### src/synth_ctl_params.svh
// Register map, field positions and reset values of the clock synthesizer control
`ifndef SYNTH_CTL_PARAMS_SVH
`define SYNTH_CTL_PARAMS_SVH

`define ADDR_W              7
`define OFF_STANDBY         7'h00
`define OFF_OSC_BIAS        7'h01
`define OFF_REF_DIV_HIGH    7'h10
`define OFF_REF_DIV_LOW     7'h11
`define OFF_FB_DIV_HIGH     7'h12
`define OFF_FB_DIV_LOW      7'h13
`define OFF_PUMP_CTL        7'h14
`define OFF_FA_DIV_HIGH     7'h15
`define OFF_FA_DIV_LOW      7'h16

`define RST_STANDBY         8'hff
`define RST_OSC_BIAS        2'h0
`define RST_REF_DIV_HIGH    6'h00
`define RST_REF_DIV_LOW     8'h38
`define RST_FB_DIV_HIGH     5'h00
`define RST_FB_DIV_LOW      8'h3c
`define RST_PUMP_CTL        8'h00
`define RST_FA_DIV_HIGH     4'h0
`define RST_FA_DIV_LOW      8'h04

`define BLOCK_STANDBY_CONTROL_SYNTH_BIT      1
`define BLOCK_STANDBY_CONTROL_OSC_BIT        0
`define BIAS_LSB            2
`define PUMP_FA_BIT         6
`define PUMP_INV_BIT        5
`define PUMP_CODE_LSB       2
`define PUMP_TEST_LSB       0

`define REF_DIV_W           14
`define FB_DIV_W            13
`define FA_DIV_W            14
`define LEVEL_MAX           4'h8
`define WIDTH_MAX           3'h7

`endif

### src/synth_ctl_pkg.sv
// Types shared by the clock synthesizer control
package synth_ctl_pkg;
   typedef enum logic [1:0] {
      PFD_IDLE = 2'b00,
      PFD_UP   = 2'b01,
      PFD_DOWN = 2'b10
   } pfd_state_type;
endpackage : synth_ctl_pkg

### src/count_divider.sv
// Programmable divider: one pulse per divisor ticks
`timescale 1ns/1ps
module count_divider #(
   parameter int W = 14
) (
   input  wire logic         clk_sys,
   input  wire logic         reset,
   input  wire logic         run,
   input  wire logic         restart,
   input  wire logic         tick,
   input  wire logic [W-1:0] divisor,
   output logic              pulse_q
);
   logic [W-1:0] count_q;
   logic [W:0]   next_count;

   assign next_count = {1'b0, count_q} + {{W{1'b0}}, 1'b1};

   // Divisor zero behaves as one so the output never stalls
   always_ff @(posedge clk_sys) begin
      if (reset || !run || restart) begin
         count_q <= '0;
         pulse_q <= 1'b0;
      end else if (tick) begin
         if (next_count >= {1'b0, divisor}) begin
            count_q <= '0;
            pulse_q <= 1'b1;
         end else begin
            count_q <= next_count[W-1:0];
            pulse_q <= 1'b0;
         end
      end else begin
         pulse_q <= 1'b0;
      end
   end
endmodule : count_divider

### src/sample_clock_synth_control.sv
// Digital control of the integer-N sample clock synthesizer
//
// Operation
// - 14-bit reference and 13-bit feedback dividers
// - Output clock is reference times N over R
// - Nominal pump current is code plus one steps
// - Fast acquire flag boosts pump after channel change
// - Fast acquire threshold uses own 12-bit divisor
// - Synthesizer standby bit disables the synthesizer
// - Oscillator bias from bits 3:2 of register
// - Detector compares divided clocks, drives up/down
// - Divisor divides reference giving time unit T
// - Pulse over k T gives k+1 times, max eight
// - Boost only raises; code zero floors at two
`timescale 1ns/1ps
`include "synth_ctl_params.svh"
module sample_clock_synth_control
   import synth_ctl_pkg::*;
(
   input  wire logic       clk_sys,
   input  wire logic       reset,
   input  wire logic       spi_clk,
   input  wire logic       spi_sel_n,
   input  wire logic       spi_mosi,
   output logic            spi_miso_q,
   output logic            spi_miso_oe_q,
   input  wire logic       fref_in,
   input  wire logic       osc_in,
   output logic            pump_up_q,
   output logic            pump_down_q,
   output logic [3:0]      pump_level_q,
   output logic            synth_enable_q,
   output logic            osc_enable_q,
   output logic [1:0]      osc_bias_q,
   output logic [1:0]      test_select_q
);
   logic                   wr_stb;
   logic [`ADDR_W-1:0]     addr;
   logic [7:0]             wr_data;
   logic [7:0]             rd_data;

   logic [7:0]             standby_q;
   logic [1:0]             bias_q;
   logic [5:0]             ref_hi_q;
   logic [7:0]             ref_lo_q;
   logic [4:0]             fb_hi_q;
   logic [7:0]             fb_lo_q;
   logic [7:0]             pump_ctl_q;
   logic [3:0]             fa_hi_q;
   logic [7:0]             fa_lo_q;

   logic [`REF_DIV_W-1:0]  ref_div_value;
   logic [`FB_DIV_W-1:0]   fb_div_value;
   logic [`FA_DIV_W-1:0]   fa_div_value;
   logic                   synth_run;
   logic                   fast_acquire_enable;
   logic                   clock_pfd_polarity;
   logic [2:0]             pump_current_code;

   logic [1:0]             pin_meta_q;
   logic [1:0]             pin_sync_q;
   logic [1:0]             pin_prev_q;
   logic                   fref_edge;
   logic                   osc_edge;
   logic                   ref_pulse;
   logic                   fb_pulse;
   logic                   t_tick;

   pfd_state_type          pfd_q;
   pfd_state_type          pfd_d;
   logic                   pulse_start;
   logic                   pulse_end;
   logic [2:0]             width_q;
   logic [3:0]             level_d;

   serial_port port_i (
      .clk_sys       (clk_sys),
      .reset         (reset),
      .spi_clk       (spi_clk),
      .spi_sel_n     (spi_sel_n),
      .spi_mosi      (spi_mosi),
      .rd_data       (rd_data),
      .spi_miso_q    (spi_miso_q),
      .spi_miso_oe_q (spi_miso_oe_q),
      .wr_stb_q      (wr_stb),
      .addr_q        (addr),
      .wr_data_q     (wr_data)
   );

   // Register writes
   always_ff @(posedge clk_sys) begin
      if (reset) begin
         standby_q  <= `RST_STANDBY;
         bias_q     <= `RST_OSC_BIAS;
         ref_hi_q   <= `RST_REF_DIV_HIGH;
         ref_lo_q   <= `RST_REF_DIV_LOW;
         fb_hi_q    <= `RST_FB_DIV_HIGH;
         fb_lo_q    <= `RST_FB_DIV_LOW;
         pump_ctl_q <= `RST_PUMP_CTL;
         fa_hi_q    <= `RST_FA_DIV_HIGH;
         fa_lo_q    <= `RST_FA_DIV_LOW;
      end else if (wr_stb) begin
         case (addr)
            `OFF_STANDBY:      standby_q  <= wr_data;
            `OFF_OSC_BIAS:     bias_q     <= wr_data[`BIAS_LSB+:2];
            `OFF_REF_DIV_HIGH: ref_hi_q   <= wr_data[5:0];
            `OFF_REF_DIV_LOW:  ref_lo_q   <= wr_data;
            `OFF_FB_DIV_HIGH:  fb_hi_q    <= wr_data[4:0];
            `OFF_FB_DIV_LOW:   fb_lo_q    <= wr_data;
            `OFF_PUMP_CTL:     pump_ctl_q <= {1'b0, wr_data[6:0]};
            `OFF_FA_DIV_HIGH:  fa_hi_q    <= wr_data[3:0];
            `OFF_FA_DIV_LOW:   fa_lo_q    <= wr_data;
            default: ;
         endcase
      end
   end

   // Unmapped addresses and reserved bits read as zero
   always_comb begin
      case (addr)
         `OFF_STANDBY:      rd_data = standby_q;
         `OFF_OSC_BIAS:     rd_data = {4'h0, bias_q, 2'h0};
         `OFF_REF_DIV_HIGH: rd_data = {2'h0, ref_hi_q};
         `OFF_REF_DIV_LOW:  rd_data = ref_lo_q;
         `OFF_FB_DIV_HIGH:  rd_data = {3'h0, fb_hi_q};
         `OFF_FB_DIV_LOW:   rd_data = fb_lo_q;
         `OFF_PUMP_CTL:     rd_data = pump_ctl_q;
         `OFF_FA_DIV_HIGH:  rd_data = {4'h0, fa_hi_q};
         `OFF_FA_DIV_LOW:   rd_data = fa_lo_q;
         default:           rd_data = 8'h00;
      endcase
   end

   assign ref_div_value = {ref_hi_q, ref_lo_q};
   assign fb_div_value  = {fb_hi_q, fb_lo_q};
   assign fa_div_value  = {2'h0, fa_hi_q, fa_lo_q};

   assign synth_run           = !standby_q[`BLOCK_STANDBY_CONTROL_SYNTH_BIT];
   assign fast_acquire_enable = pump_ctl_q[`PUMP_FA_BIT];
   assign clock_pfd_polarity  = pump_ctl_q[`PUMP_INV_BIT];
   assign pump_current_code   = pump_ctl_q[`PUMP_CODE_LSB+:3];

   // Static control outputs
   always_ff @(posedge clk_sys) begin
      if (reset) begin
         synth_enable_q <= 1'b0;
         osc_enable_q   <= 1'b0;
         osc_bias_q     <= 2'h0;
         test_select_q  <= 2'h0;
      end else begin
         synth_enable_q <= synth_run;
         osc_enable_q   <= !standby_q[`BLOCK_STANDBY_CONTROL_OSC_BIT];
         osc_bias_q     <= bias_q;
         test_select_q  <= pump_ctl_q[`PUMP_TEST_LSB+:2];
      end
   end

   // Reference and oscillator pins are asynchronous: two flops, then edge detect
   always_ff @(posedge clk_sys) begin
      if (reset) begin
         pin_meta_q <= 2'h0;
         pin_sync_q <= 2'h0;
         pin_prev_q <= 2'h0;
      end else begin
         pin_meta_q <= {osc_in, fref_in};
         pin_sync_q <= pin_meta_q;
         pin_prev_q <= pin_sync_q;
      end
   end

   assign fref_edge = pin_sync_q[0] && !pin_prev_q[0];
   assign osc_edge  = pin_sync_q[1] && !pin_prev_q[1];

   count_divider #(.W(`REF_DIV_W)) ref_div_i (
      .clk_sys (clk_sys),
      .reset   (reset),
      .run     (synth_run),
      .restart (1'b0),
      .tick    (fref_edge),
      .divisor (ref_div_value),
      .pulse_q (ref_pulse)
   );

   // Plain N count, no prefix stage: f_out = f_ref * N / R
   count_divider #(.W(`FB_DIV_W)) fb_div_i (
      .clk_sys (clk_sys),
      .reset   (reset),
      .run     (synth_run),
      .restart (1'b0),
      .tick    (osc_edge),
      .divisor (fb_div_value),
      .pulse_q (fb_pulse)
   );

   // Restarted at each detector pulse so width is measured from its start
   count_divider #(.W(`FA_DIV_W)) fa_div_i (
      .clk_sys (clk_sys),
      .reset   (reset),
      .run     (synth_run),
      .restart (pulse_start),
      .tick    (fref_edge),
      .divisor (fa_div_value),
      .pulse_q (t_tick)
   );

   // Phase/frequency detector; both edges together cancel
   always_comb begin
      case (pfd_q)
         PFD_IDLE: begin
            if (ref_pulse && !fb_pulse) begin
               pfd_d = PFD_UP;
            end else if (fb_pulse && !ref_pulse) begin
               pfd_d = PFD_DOWN;
            end else begin
               pfd_d = PFD_IDLE;
            end
         end
         PFD_UP:   pfd_d = fb_pulse ? PFD_IDLE : PFD_UP;
         PFD_DOWN: pfd_d = ref_pulse ? PFD_IDLE : PFD_DOWN;
         default:  pfd_d = PFD_IDLE;
      endcase
   end

   always_ff @(posedge clk_sys) begin
      if (reset || !synth_run) begin
         pfd_q       <= PFD_IDLE;
         pump_up_q   <= 1'b0;
         pump_down_q <= 1'b0;
      end else begin
         pfd_q       <= pfd_d;
         pump_up_q   <= (pfd_d == (clock_pfd_polarity ? PFD_DOWN : PFD_UP));
         pump_down_q <= (pfd_d == (clock_pfd_polarity ? PFD_UP : PFD_DOWN));
      end
   end

   assign pulse_start = (pfd_q == PFD_IDLE) && (pfd_d != PFD_IDLE);
   assign pulse_end   = (pfd_q != PFD_IDLE) && (pfd_d == PFD_IDLE);

   // Whole periods of T inside the current pulse, saturating at seven
   always_ff @(posedge clk_sys) begin
      if (reset || pulse_start) begin
         width_q <= 3'h0;
      end else if (t_tick && pfd_q != PFD_IDLE && width_q != `WIDTH_MAX) begin
         width_q <= width_q + 3'h1;
      end
   end

   // Level for the next pulse in units of the minimum current
   always_comb begin
      level_d = {1'b0, pump_current_code} + 4'h1;
      if (fast_acquire_enable) begin
         if (width_q > pump_current_code) begin
            level_d = {1'b0, width_q} + 4'h1;
         end
         if (level_d < 4'h2) begin
            level_d = 4'h2;
         end
      end
   end

   // Held between pulses; a code change shows at the next pulse end, or on the next cycle in standby
   always_ff @(posedge clk_sys) begin
      if (reset) begin
         pump_level_q <= 4'h1;
      end else if (pulse_end || !synth_run) begin
         pump_level_q <= level_d;
      end
   end
endmodule : sample_clock_synth_control

### src/serial_port.sv
// Serial register port: 16-bit frames, read flag, 7-bit address, 8-bit data
`timescale 1ns/1ps
`include "synth_ctl_params.svh"
module serial_port (
   input  wire logic                clk_sys,
   input  wire logic                reset,
   input  wire logic                spi_clk,
   input  wire logic                spi_sel_n,
   input  wire logic                spi_mosi,
   input  wire logic [7:0]          rd_data,
   output logic                     spi_miso_q,
   output logic                     spi_miso_oe_q,
   output logic                     wr_stb_q,
   output logic [`ADDR_W-1:0]       addr_q,
   output logic [7:0]               wr_data_q
);
   logic [2:0] meta_q;
   logic [2:0] sync_q;
   logic       clk_prev_q;
   logic [4:0] cnt_q;
   logic [6:0] shift_q;
   logic [7:0] rd_shift_q;
   logic       read_q;
   logic       rise;
   logic       fall;
   logic       sel;

   // Pins are asynchronous; spi_clk must be no faster than clk_sys/8
   // Reset to the idle pin levels so no false select or clock edge follows
   always_ff @(posedge clk_sys) begin
      if (reset) begin
         meta_q     <= 3'h4;
         sync_q     <= 3'h4;
         clk_prev_q <= 1'b0;
      end else begin
         meta_q     <= {spi_sel_n, spi_mosi, spi_clk};
         sync_q     <= meta_q;
         clk_prev_q <= sync_q[0];
      end
   end

   assign sel  = !sync_q[2];
   assign rise = sel && sync_q[0] && !clk_prev_q;
   assign fall = sel && !sync_q[0] && clk_prev_q;

   always_ff @(posedge clk_sys) begin
      if (reset || !sel) begin
         cnt_q    <= 5'h00;
         shift_q  <= 7'h00;
         read_q   <= 1'b0;
         addr_q   <= '0;
         wr_stb_q <= 1'b0;
         wr_data_q <= 8'h00;
      end else begin
         wr_stb_q <= 1'b0;
         if (rise && cnt_q < 5'h10) begin
            shift_q <= {shift_q[5:0], sync_q[1]};
            cnt_q   <= cnt_q + 5'h01;
            if (cnt_q == 5'h07) begin
               read_q <= shift_q[6];
               addr_q <= {shift_q[5:0], sync_q[1]};
            end
            if (cnt_q == 5'h0f) begin
               wr_stb_q  <= !read_q;
               wr_data_q <= {shift_q, sync_q[1]};
            end
         end
      end
   end

   // Read data leaves on falling edges so the master samples it on rising ones
   always_ff @(posedge clk_sys) begin
      if (reset || !sel) begin
         spi_miso_q    <= 1'b0;
         spi_miso_oe_q <= 1'b0;
         rd_shift_q    <= 8'h00;
      end else if (fall && read_q && cnt_q >= 5'h08) begin
         spi_miso_oe_q <= 1'b1;
         if (cnt_q == 5'h08) begin
            spi_miso_q <= rd_data[7];
            rd_shift_q <= {rd_data[6:0], 1'b0};
         end else begin
            spi_miso_q <= rd_shift_q[7];
            rd_shift_q <= {rd_shift_q[6:0], 1'b0};
         end
      end
   end
endmodule : serial_port

### config.mk
export PLATFORM = sky130hd
export DESIGN_NAME = sample_clock_synth_control
export DESIGN_NICKNAME = d
export VERILOG_FILES = /design/src/synth_ctl_pkg.sv /design/src/count_divider.sv /design/src/sample_clock_synth_control.sv /design/src/serial_port.sv
export VERILOG_INCLUDE_DIRS = /design/src
export SDC_FILE = /design/constraint.sdc
export NUM_CORES = 1
export LEC_CHECK = 0
export BUFFER_PORTS_ARGS = -buffer_cell sky130_fd_sc_hd__buf_2
export CAP_MARGIN = 20
export CORE_ASPECT_RATIO = 0.9
export CORE_MARGIN = 2
export CORE_UTILIZATION = 60
export DETAILED_ROUTE_END_ITERATION = 16
export PLACE_DENSITY = 0.77
export RECOVER_POWER = 100
export SETUP_SLACK_MARGIN = 0.02
export SLEW_MARGIN = 20
export SYNTH_ARGS = -nofsm -noshare
export SYNTH_HDL_FRONTEND = slang
export SYNTH_SLANG_ARGS = --single-unit
### constraint.sdc
create_clock -name clk_sys -period 6.7 [get_ports clk_sys]
set_clock_uncertainty 0.2 [all_clocks]
set_input_delay 1.34 -clock clk_sys [delete_from_list [all_inputs] [get_ports clk_sys]]
set_output_delay 1.34 -clock clk_sys [all_outputs]
set_load 0.02 [all_outputs]
== Word-level counts from Yosys, hierarchy flattened ==
Index checks and enable logic that the tools add are counted.

* Flip-flop bits (word level): 169
* Output and inout bits: 14
* Input port bits: 7
* Word-level logic and storage cells: 143

* Add/sub/neg operators: 7
* $lt $le $gt $ge: 7
* Reduce and logical (&&, ||, !) cells: 50
* Bitwise logic cells: 4
* Equal/unequal tests: 16
* Muxes and demuxes: 20

{| class="wikitable"
|+ Operator list
! cell !! number
|-
| $pmux W8 S9 || 1
|-
| $eq A7 B5 Y1 const B || 7
|-
| $add A14 B1 Y15 const B || 2
|-
| $mux W14 || 2
|-
| $reduce_and A2 Y1 || 11
|-
| $mux W4 || 4
|-
| $ge A15 B12 Y1 || 1
|-
| $ge A15 B14 Y1 || 1
|-
| $logic_and A1 B1 Y1 || 15
|-
| $add A13 B1 Y14 const B || 1
|-
| $ge A14 B13 Y1 || 1
|-
| $mux W13 || 1
|-
| $eq A5 B4 Y1 const B || 2
|-
| $logic_not A1 Y1 || 10
|-
| $mux W2 || 5
|-
| $add A3 B1 Y4 const B || 2
|-
| $mux W8 || 1
|-
| $eq A7 B1 Y1 const B || 1
|-
| $logic_not A7 Y1 || 1
|-
| $pmux W2 S3 || 1
|-
| $reduce_or A2 Y1 || 3
|-
| $add A5 B1 Y5 const B || 1
|-
| $eq A5 B3 Y1 const B || 1
|-
| $ge A5 B4 Y1 const B || 1
|-
| 14 further kinds || 28
|}

== Depth between registers and ports, before layout ==
* Depth in word-level cells: 9
* Gate-level depth with buffers: 14
* Depth with buffers taken out: 12

== Modules after synthesis ==
A second synthesis with hierarchy kept.

* Cells, all modules: 1035
* Area, all modules: 9203.8 um2

{| class="wikitable"
|+ By module, submodules not included
! module !! area each (um2) !! instances !! seq. area each (um2) !! cells an instance
|-
| sample_clock_synth_control || 3669.8 || 1 || 1581.5 || 390
|-
| serial_port || 1757.9 || 1 || 900.9 || 196
|-
| count_divider (fa_div_i) || 1321.3 || 1 || 300.3 || 151
|-
| count_divider (fb_div_i) || 1244.9 || 1 || 280.3 || 151
|-
| count_divider (ref_div_i) || 1209.9 || 1 || 300.3 || 147
|}

== Worst setup path after synthesis ==
OpenSTA, ideal clock, no wires.

* Kind: flip-flop to flip-flop
* Start: register ref_div_i.count_q[0]
* End: register ref_div_i.count_q[8]
* Cell stages (with the launch flop): 12
* Path slack: 3.508 ns
* Buffers on the path: 0
* Clock period less this slack: 3.192 ns
* Library setup time: 0.070 ns
* Arrival: 2.922 ns
* Data required time: 6.430 ns
* Cells stage by stage: dfxtp_1 -> ha_1 -> nand4_1 -> or4b_4 -> xnor2_1 -> ha_1 -> nand3_2 -> inv_1 -> a221oi_4 -> nand2_4 -> or4b_1 -> a21oi_1

* Word-level cells in the longest chain between the ends: 3

{| class="wikitable"
|+ RTL lines
! item !! line !! source
|-
| from (decl) || count_divider.sv:14 || <nowiki>logic [W-1:0] count_q;</nowiki>
|-
| from (signal assigned) || count_divider.sv:29 || <nowiki>count_q <= next_count[W-1:0];</nowiki>
|-
| $add A14 B1 Y15 (*) || count_divider.sv:17 || <nowiki>assign next_count = {1'b0, count_q} + {{W{1'b0}}, 1'b1};</nowiki>
|-
| $ge A15 B14 Y1 || count_divider.sv:25 || <nowiki>if (next_count >= {1'b0, divisor}) begin</nowiki>
|-
| $mux W14 (*) || count_divider.sv:25 ||
|}

Every way passes the cells marked *; elsewhere a longest branch is shown, timed or not.
A chain may end at the register's enable or synchronous reset.

== Worst setup path in the final report ==
* Start: input port reset
* End: register port_i.rd_shift_q[4]

* Word-level cells in the longest chain between the ends: 1

{| class="wikitable"
|+ RTL lines
! item !! line !! source
|-
| from (decl) || sample_clock_synth_control.sv:21 || <nowiki>input wire logic reset,</nowiki>
|-
| $logic_or A1 B1 Y1 || serial_port.sv:73 || <nowiki>if (reset || !sel) begin</nowiki>
|-
| to (signal assigned) || serial_port.sv:81 || <nowiki>rd_shift_q <= {rd_data[6:0], 1'b0};</nowiki>
|-
| to (signal assigned) || serial_port.sv:84 || <nowiki>rd_shift_q <= {rd_shift_q[6:0], 1'b0};</nowiki>
|-
| to (decl) || serial_port.sv:22 || <nowiki>logic [7:0] rd_shift_q;</nowiki>
|}

Every way passes these cells.

==> reports/metrics.cfg <==
[floorplanning]
die_w_um = 131
rows = 41
initial_core_util = 0.616
die_h_um = 118
core_region_area_um2 = 14100
io_pins = 21
die_area_um2 = 15400

[grt]
antenna_found_initial = 0
grtUsageTotal = 0.270
grt_first_pass_wirelength_mm = 33.0
grt_pass1_vias = 6596
overflow = 0
grt_max_degree = 65

[cts]
clkSinkCount = 168
cts_tree = built
cts_root_buf = clkbuf_16
clock_latency_ns = 0.43
post_cts_resized = 0
cts_buffer_depth = 2
ctsHoldBuffers = 0
numCtsBuffers = 17
cts.htree.levels = 4
path_clk_slew_ns = 0.07
cts_setup_buffers = 0

[yosys]
seq_area_frac_synth = 0.388
yosysWarnings = 0
ys_ff_latch = 168
ys.flop_type = dfxtp_1
synth.area.top_cells = dfxtp_1 39%, ha_1 7.4%, nand2_1 6.3%
syn_area_um2 = 8660
synth.distinct_cells = 81
synth_edf_count = 0
async_reset_ff_frac = 0
syn_nets = 1092
synth_area_leader_cell = dfxtp_1
syn_area_per_cell_um2 = 8.37
synth_top_area_share = 0.388
syn_inst = 1034

[timing]
relSlewSlack = -0.840
fin_crit_sh = 0.662
setup_viol = 0
fin_tns_setup_ns = 0
drv_slew = 81
clock.fmax_ghz = 0.225
worstMarginPinSlew_ns = 2.76
hold_viol = 0
worst_hold_slack_ns = 0.218
period_needed_ns = 4.44
rsz0062_at_grt = false

[layout]
areaGrowthSynthToFinish_pct = 6.78
n_antenna_cell = 0
final_cell_mix = 168 x dfxtp_1, 146 x nand2_1, 90 x nor2_1
drive_gt1_frac = 0.0578
regArea_um2 = 3360
nets = 1084
fill_cells = 1213
multi_input_area_um2 = 4740
fin_area_um2 = 9240
final_common_cell = dfxtp_1

[power_and_ir_drop]
max-vdd-ir-drop_mv = 0.202
power_density_nw_per_um2 = 211
power_leakage_nw = 3.55

[setup_path]
ff2ff_path_depth = 11
end_kind = flop
path_class = in -> reg
critPathLaunchType = input pin
required_ns = 6.82
rrSetupSlack_ns = 2.65
crit_arrival_ns = 4.56
r2r-start = ref_div_i.count_q[0]
path_max_fanout = 64
r2r-end = ref_div_i.count_q[5]

[detailed_routing]
drc = 0
routed_wl_mm = 20.0
vias = 7258
first_pass_iters = 6
wl_per_cell_um = 16.3
vias_per_cell = 5.90
drtIter0Drc = 629
antenna_left = 0

[placed_design]
placed_cell_area_um2 = 8810
dpl.hpwl_mm = 14.4
portBuffers = 20
gp_congestion = 0.921

[job]
cap_violations = 2

[hold_path]
hold_class = reg -> reg
min_path_cells = 1
hold_path_startpoint = port_i.meta_q[2]
hold_end = port_i.sync_q[2]

[outcome]
failed_checks = capacitance limit, slew limit
status = complete, but fails checks

## stage by stage
step	total power, W	cells	util	worst slack, ns
after floorplan	0.00104	1034	-	3.51
after global placement	0.00105	1199	0.626	3.19
after detailed placement	0.00105	1199	0.626	3.11
after CTS	0.00196	1230	0.666	3.07
after global routing	0.00201	1231	0.658	1.97
final	0.00195	1231	0.658	2.26
## worst max-delay path: stages
cell and delay (ns):
clkbuf_1 0.19, clkbuf_1 1.99, nor2_1 0.62, and3_1 0.39
## metal layers
layer	GRT usage	routed length, µm	vias to the layer above
li1	-	-	3603
met1	0.391	9530	3424
met2	0.400	8930	197
met3	0.0632	1290	34
met4	0.0771	289	0
met5	0	0	-
## worst max path at each step
stage / slack (ns) / end / cells after the start / startpoint
final: 2.26 / port_i.rd_shift_q[4] / 4 / reset
after detailed placement: 3.11 / fb_div_i.count_q[5] / 12 / fb_div_i.count_q[0]
after floorplan: 3.51 / ref_div_i.count_q[8] / 11 / ref_div_i.count_q[0]
after global routing: 1.97 / port_i.rd_shift_q[1] / 5 / reset
after CTS: 3.07 / fb_div_i.count_q[5] / 12 / fb_div_i.count_q[0]
after global placement: 3.19 / ref_div_i.count_q[11] / 9 / ref_div_i.count_q[0]
## cell usage after synthesis (3+ instances only)
cell type and n:
o22ai_1 3, o211ai_1 8, or4b_1 3, nand3_1 61
a22o_1 5, nand2_1 146, a21oi_1 80, nor2b_1 22
and2_1 8, o21ai_0 20, or4_1 4, a211oi_1 3
a211o_1 3, a221oi_1 5, nand4_1 13, clkbuf_1 37
xor2_1 13, nor3b_1 4, xnor2_1 22, a221o_1 6
o31ai_1 6, buf_1 3, mux2i_1 47, nor3_1 20
a31oi_1 9, or2_2 8, a21o_1 4, ha_1 51
nor2_1 90, buf_2 9, inv_1 57, or3_1 3
nand2b_1 6, a32o_1 8, and3_1 11, dfxtp_1 168
o21ai_1 10
## cells by family (layout without fill, tap and decap cells)
group	count (synthesis)	after routing	share of synthesized area
flip-flops	168	168	0.388
buffers and inverters	114	118	0.0546
AND/OR/NAND/NOR	423	423	0.243
AO/OA/AOI/OAI	193	193	0.145
multiplexers	50	50	0.0595
adder cells (fa/ha/maj)	51	51	0.0737
XOR/XNOR	35	35	0.0354
## state kept, by name, indices dropped and copies added, names as in the netlist, 5 cells and up
register,flops
port_i.rd_shift_q,7
fa_lo_q,8
port_i.wr_data_q,8
port_i.cnt_q,5
fa_div_i.count_q,14
ref_lo_q,8
standby_q,8
ref_div_i.count_q,14
port_i.addr_q,7
fb_hi_q,5
pump_ctl_q,7
fb_div_i.count_q,13
port_i.shift_q,7
ref_hi_q,6
fb_lo_q,8
## cell type report
type	count	area share
Inverter	59	0.0240
Clock inverter	13	0.0134
Sequential cell	168	0.364
Multi-Input combinational cell	752	0.512
Timing Repair Buffer	28	0.0138
Clock buffer	18	0.0464
Tap cell	193	0.0261
## power breakdown
part / switching, W / total (W) / internal, W
Combinational: 0.0000156 / 0.0000208 / 0.00000521
Sequential: 0.00000170 / 0.00100 / 0.00100
Clock: 0.000417 / 0.000931 / 0.000514
No activity file was read; power rests on OpenSTA's default activity.
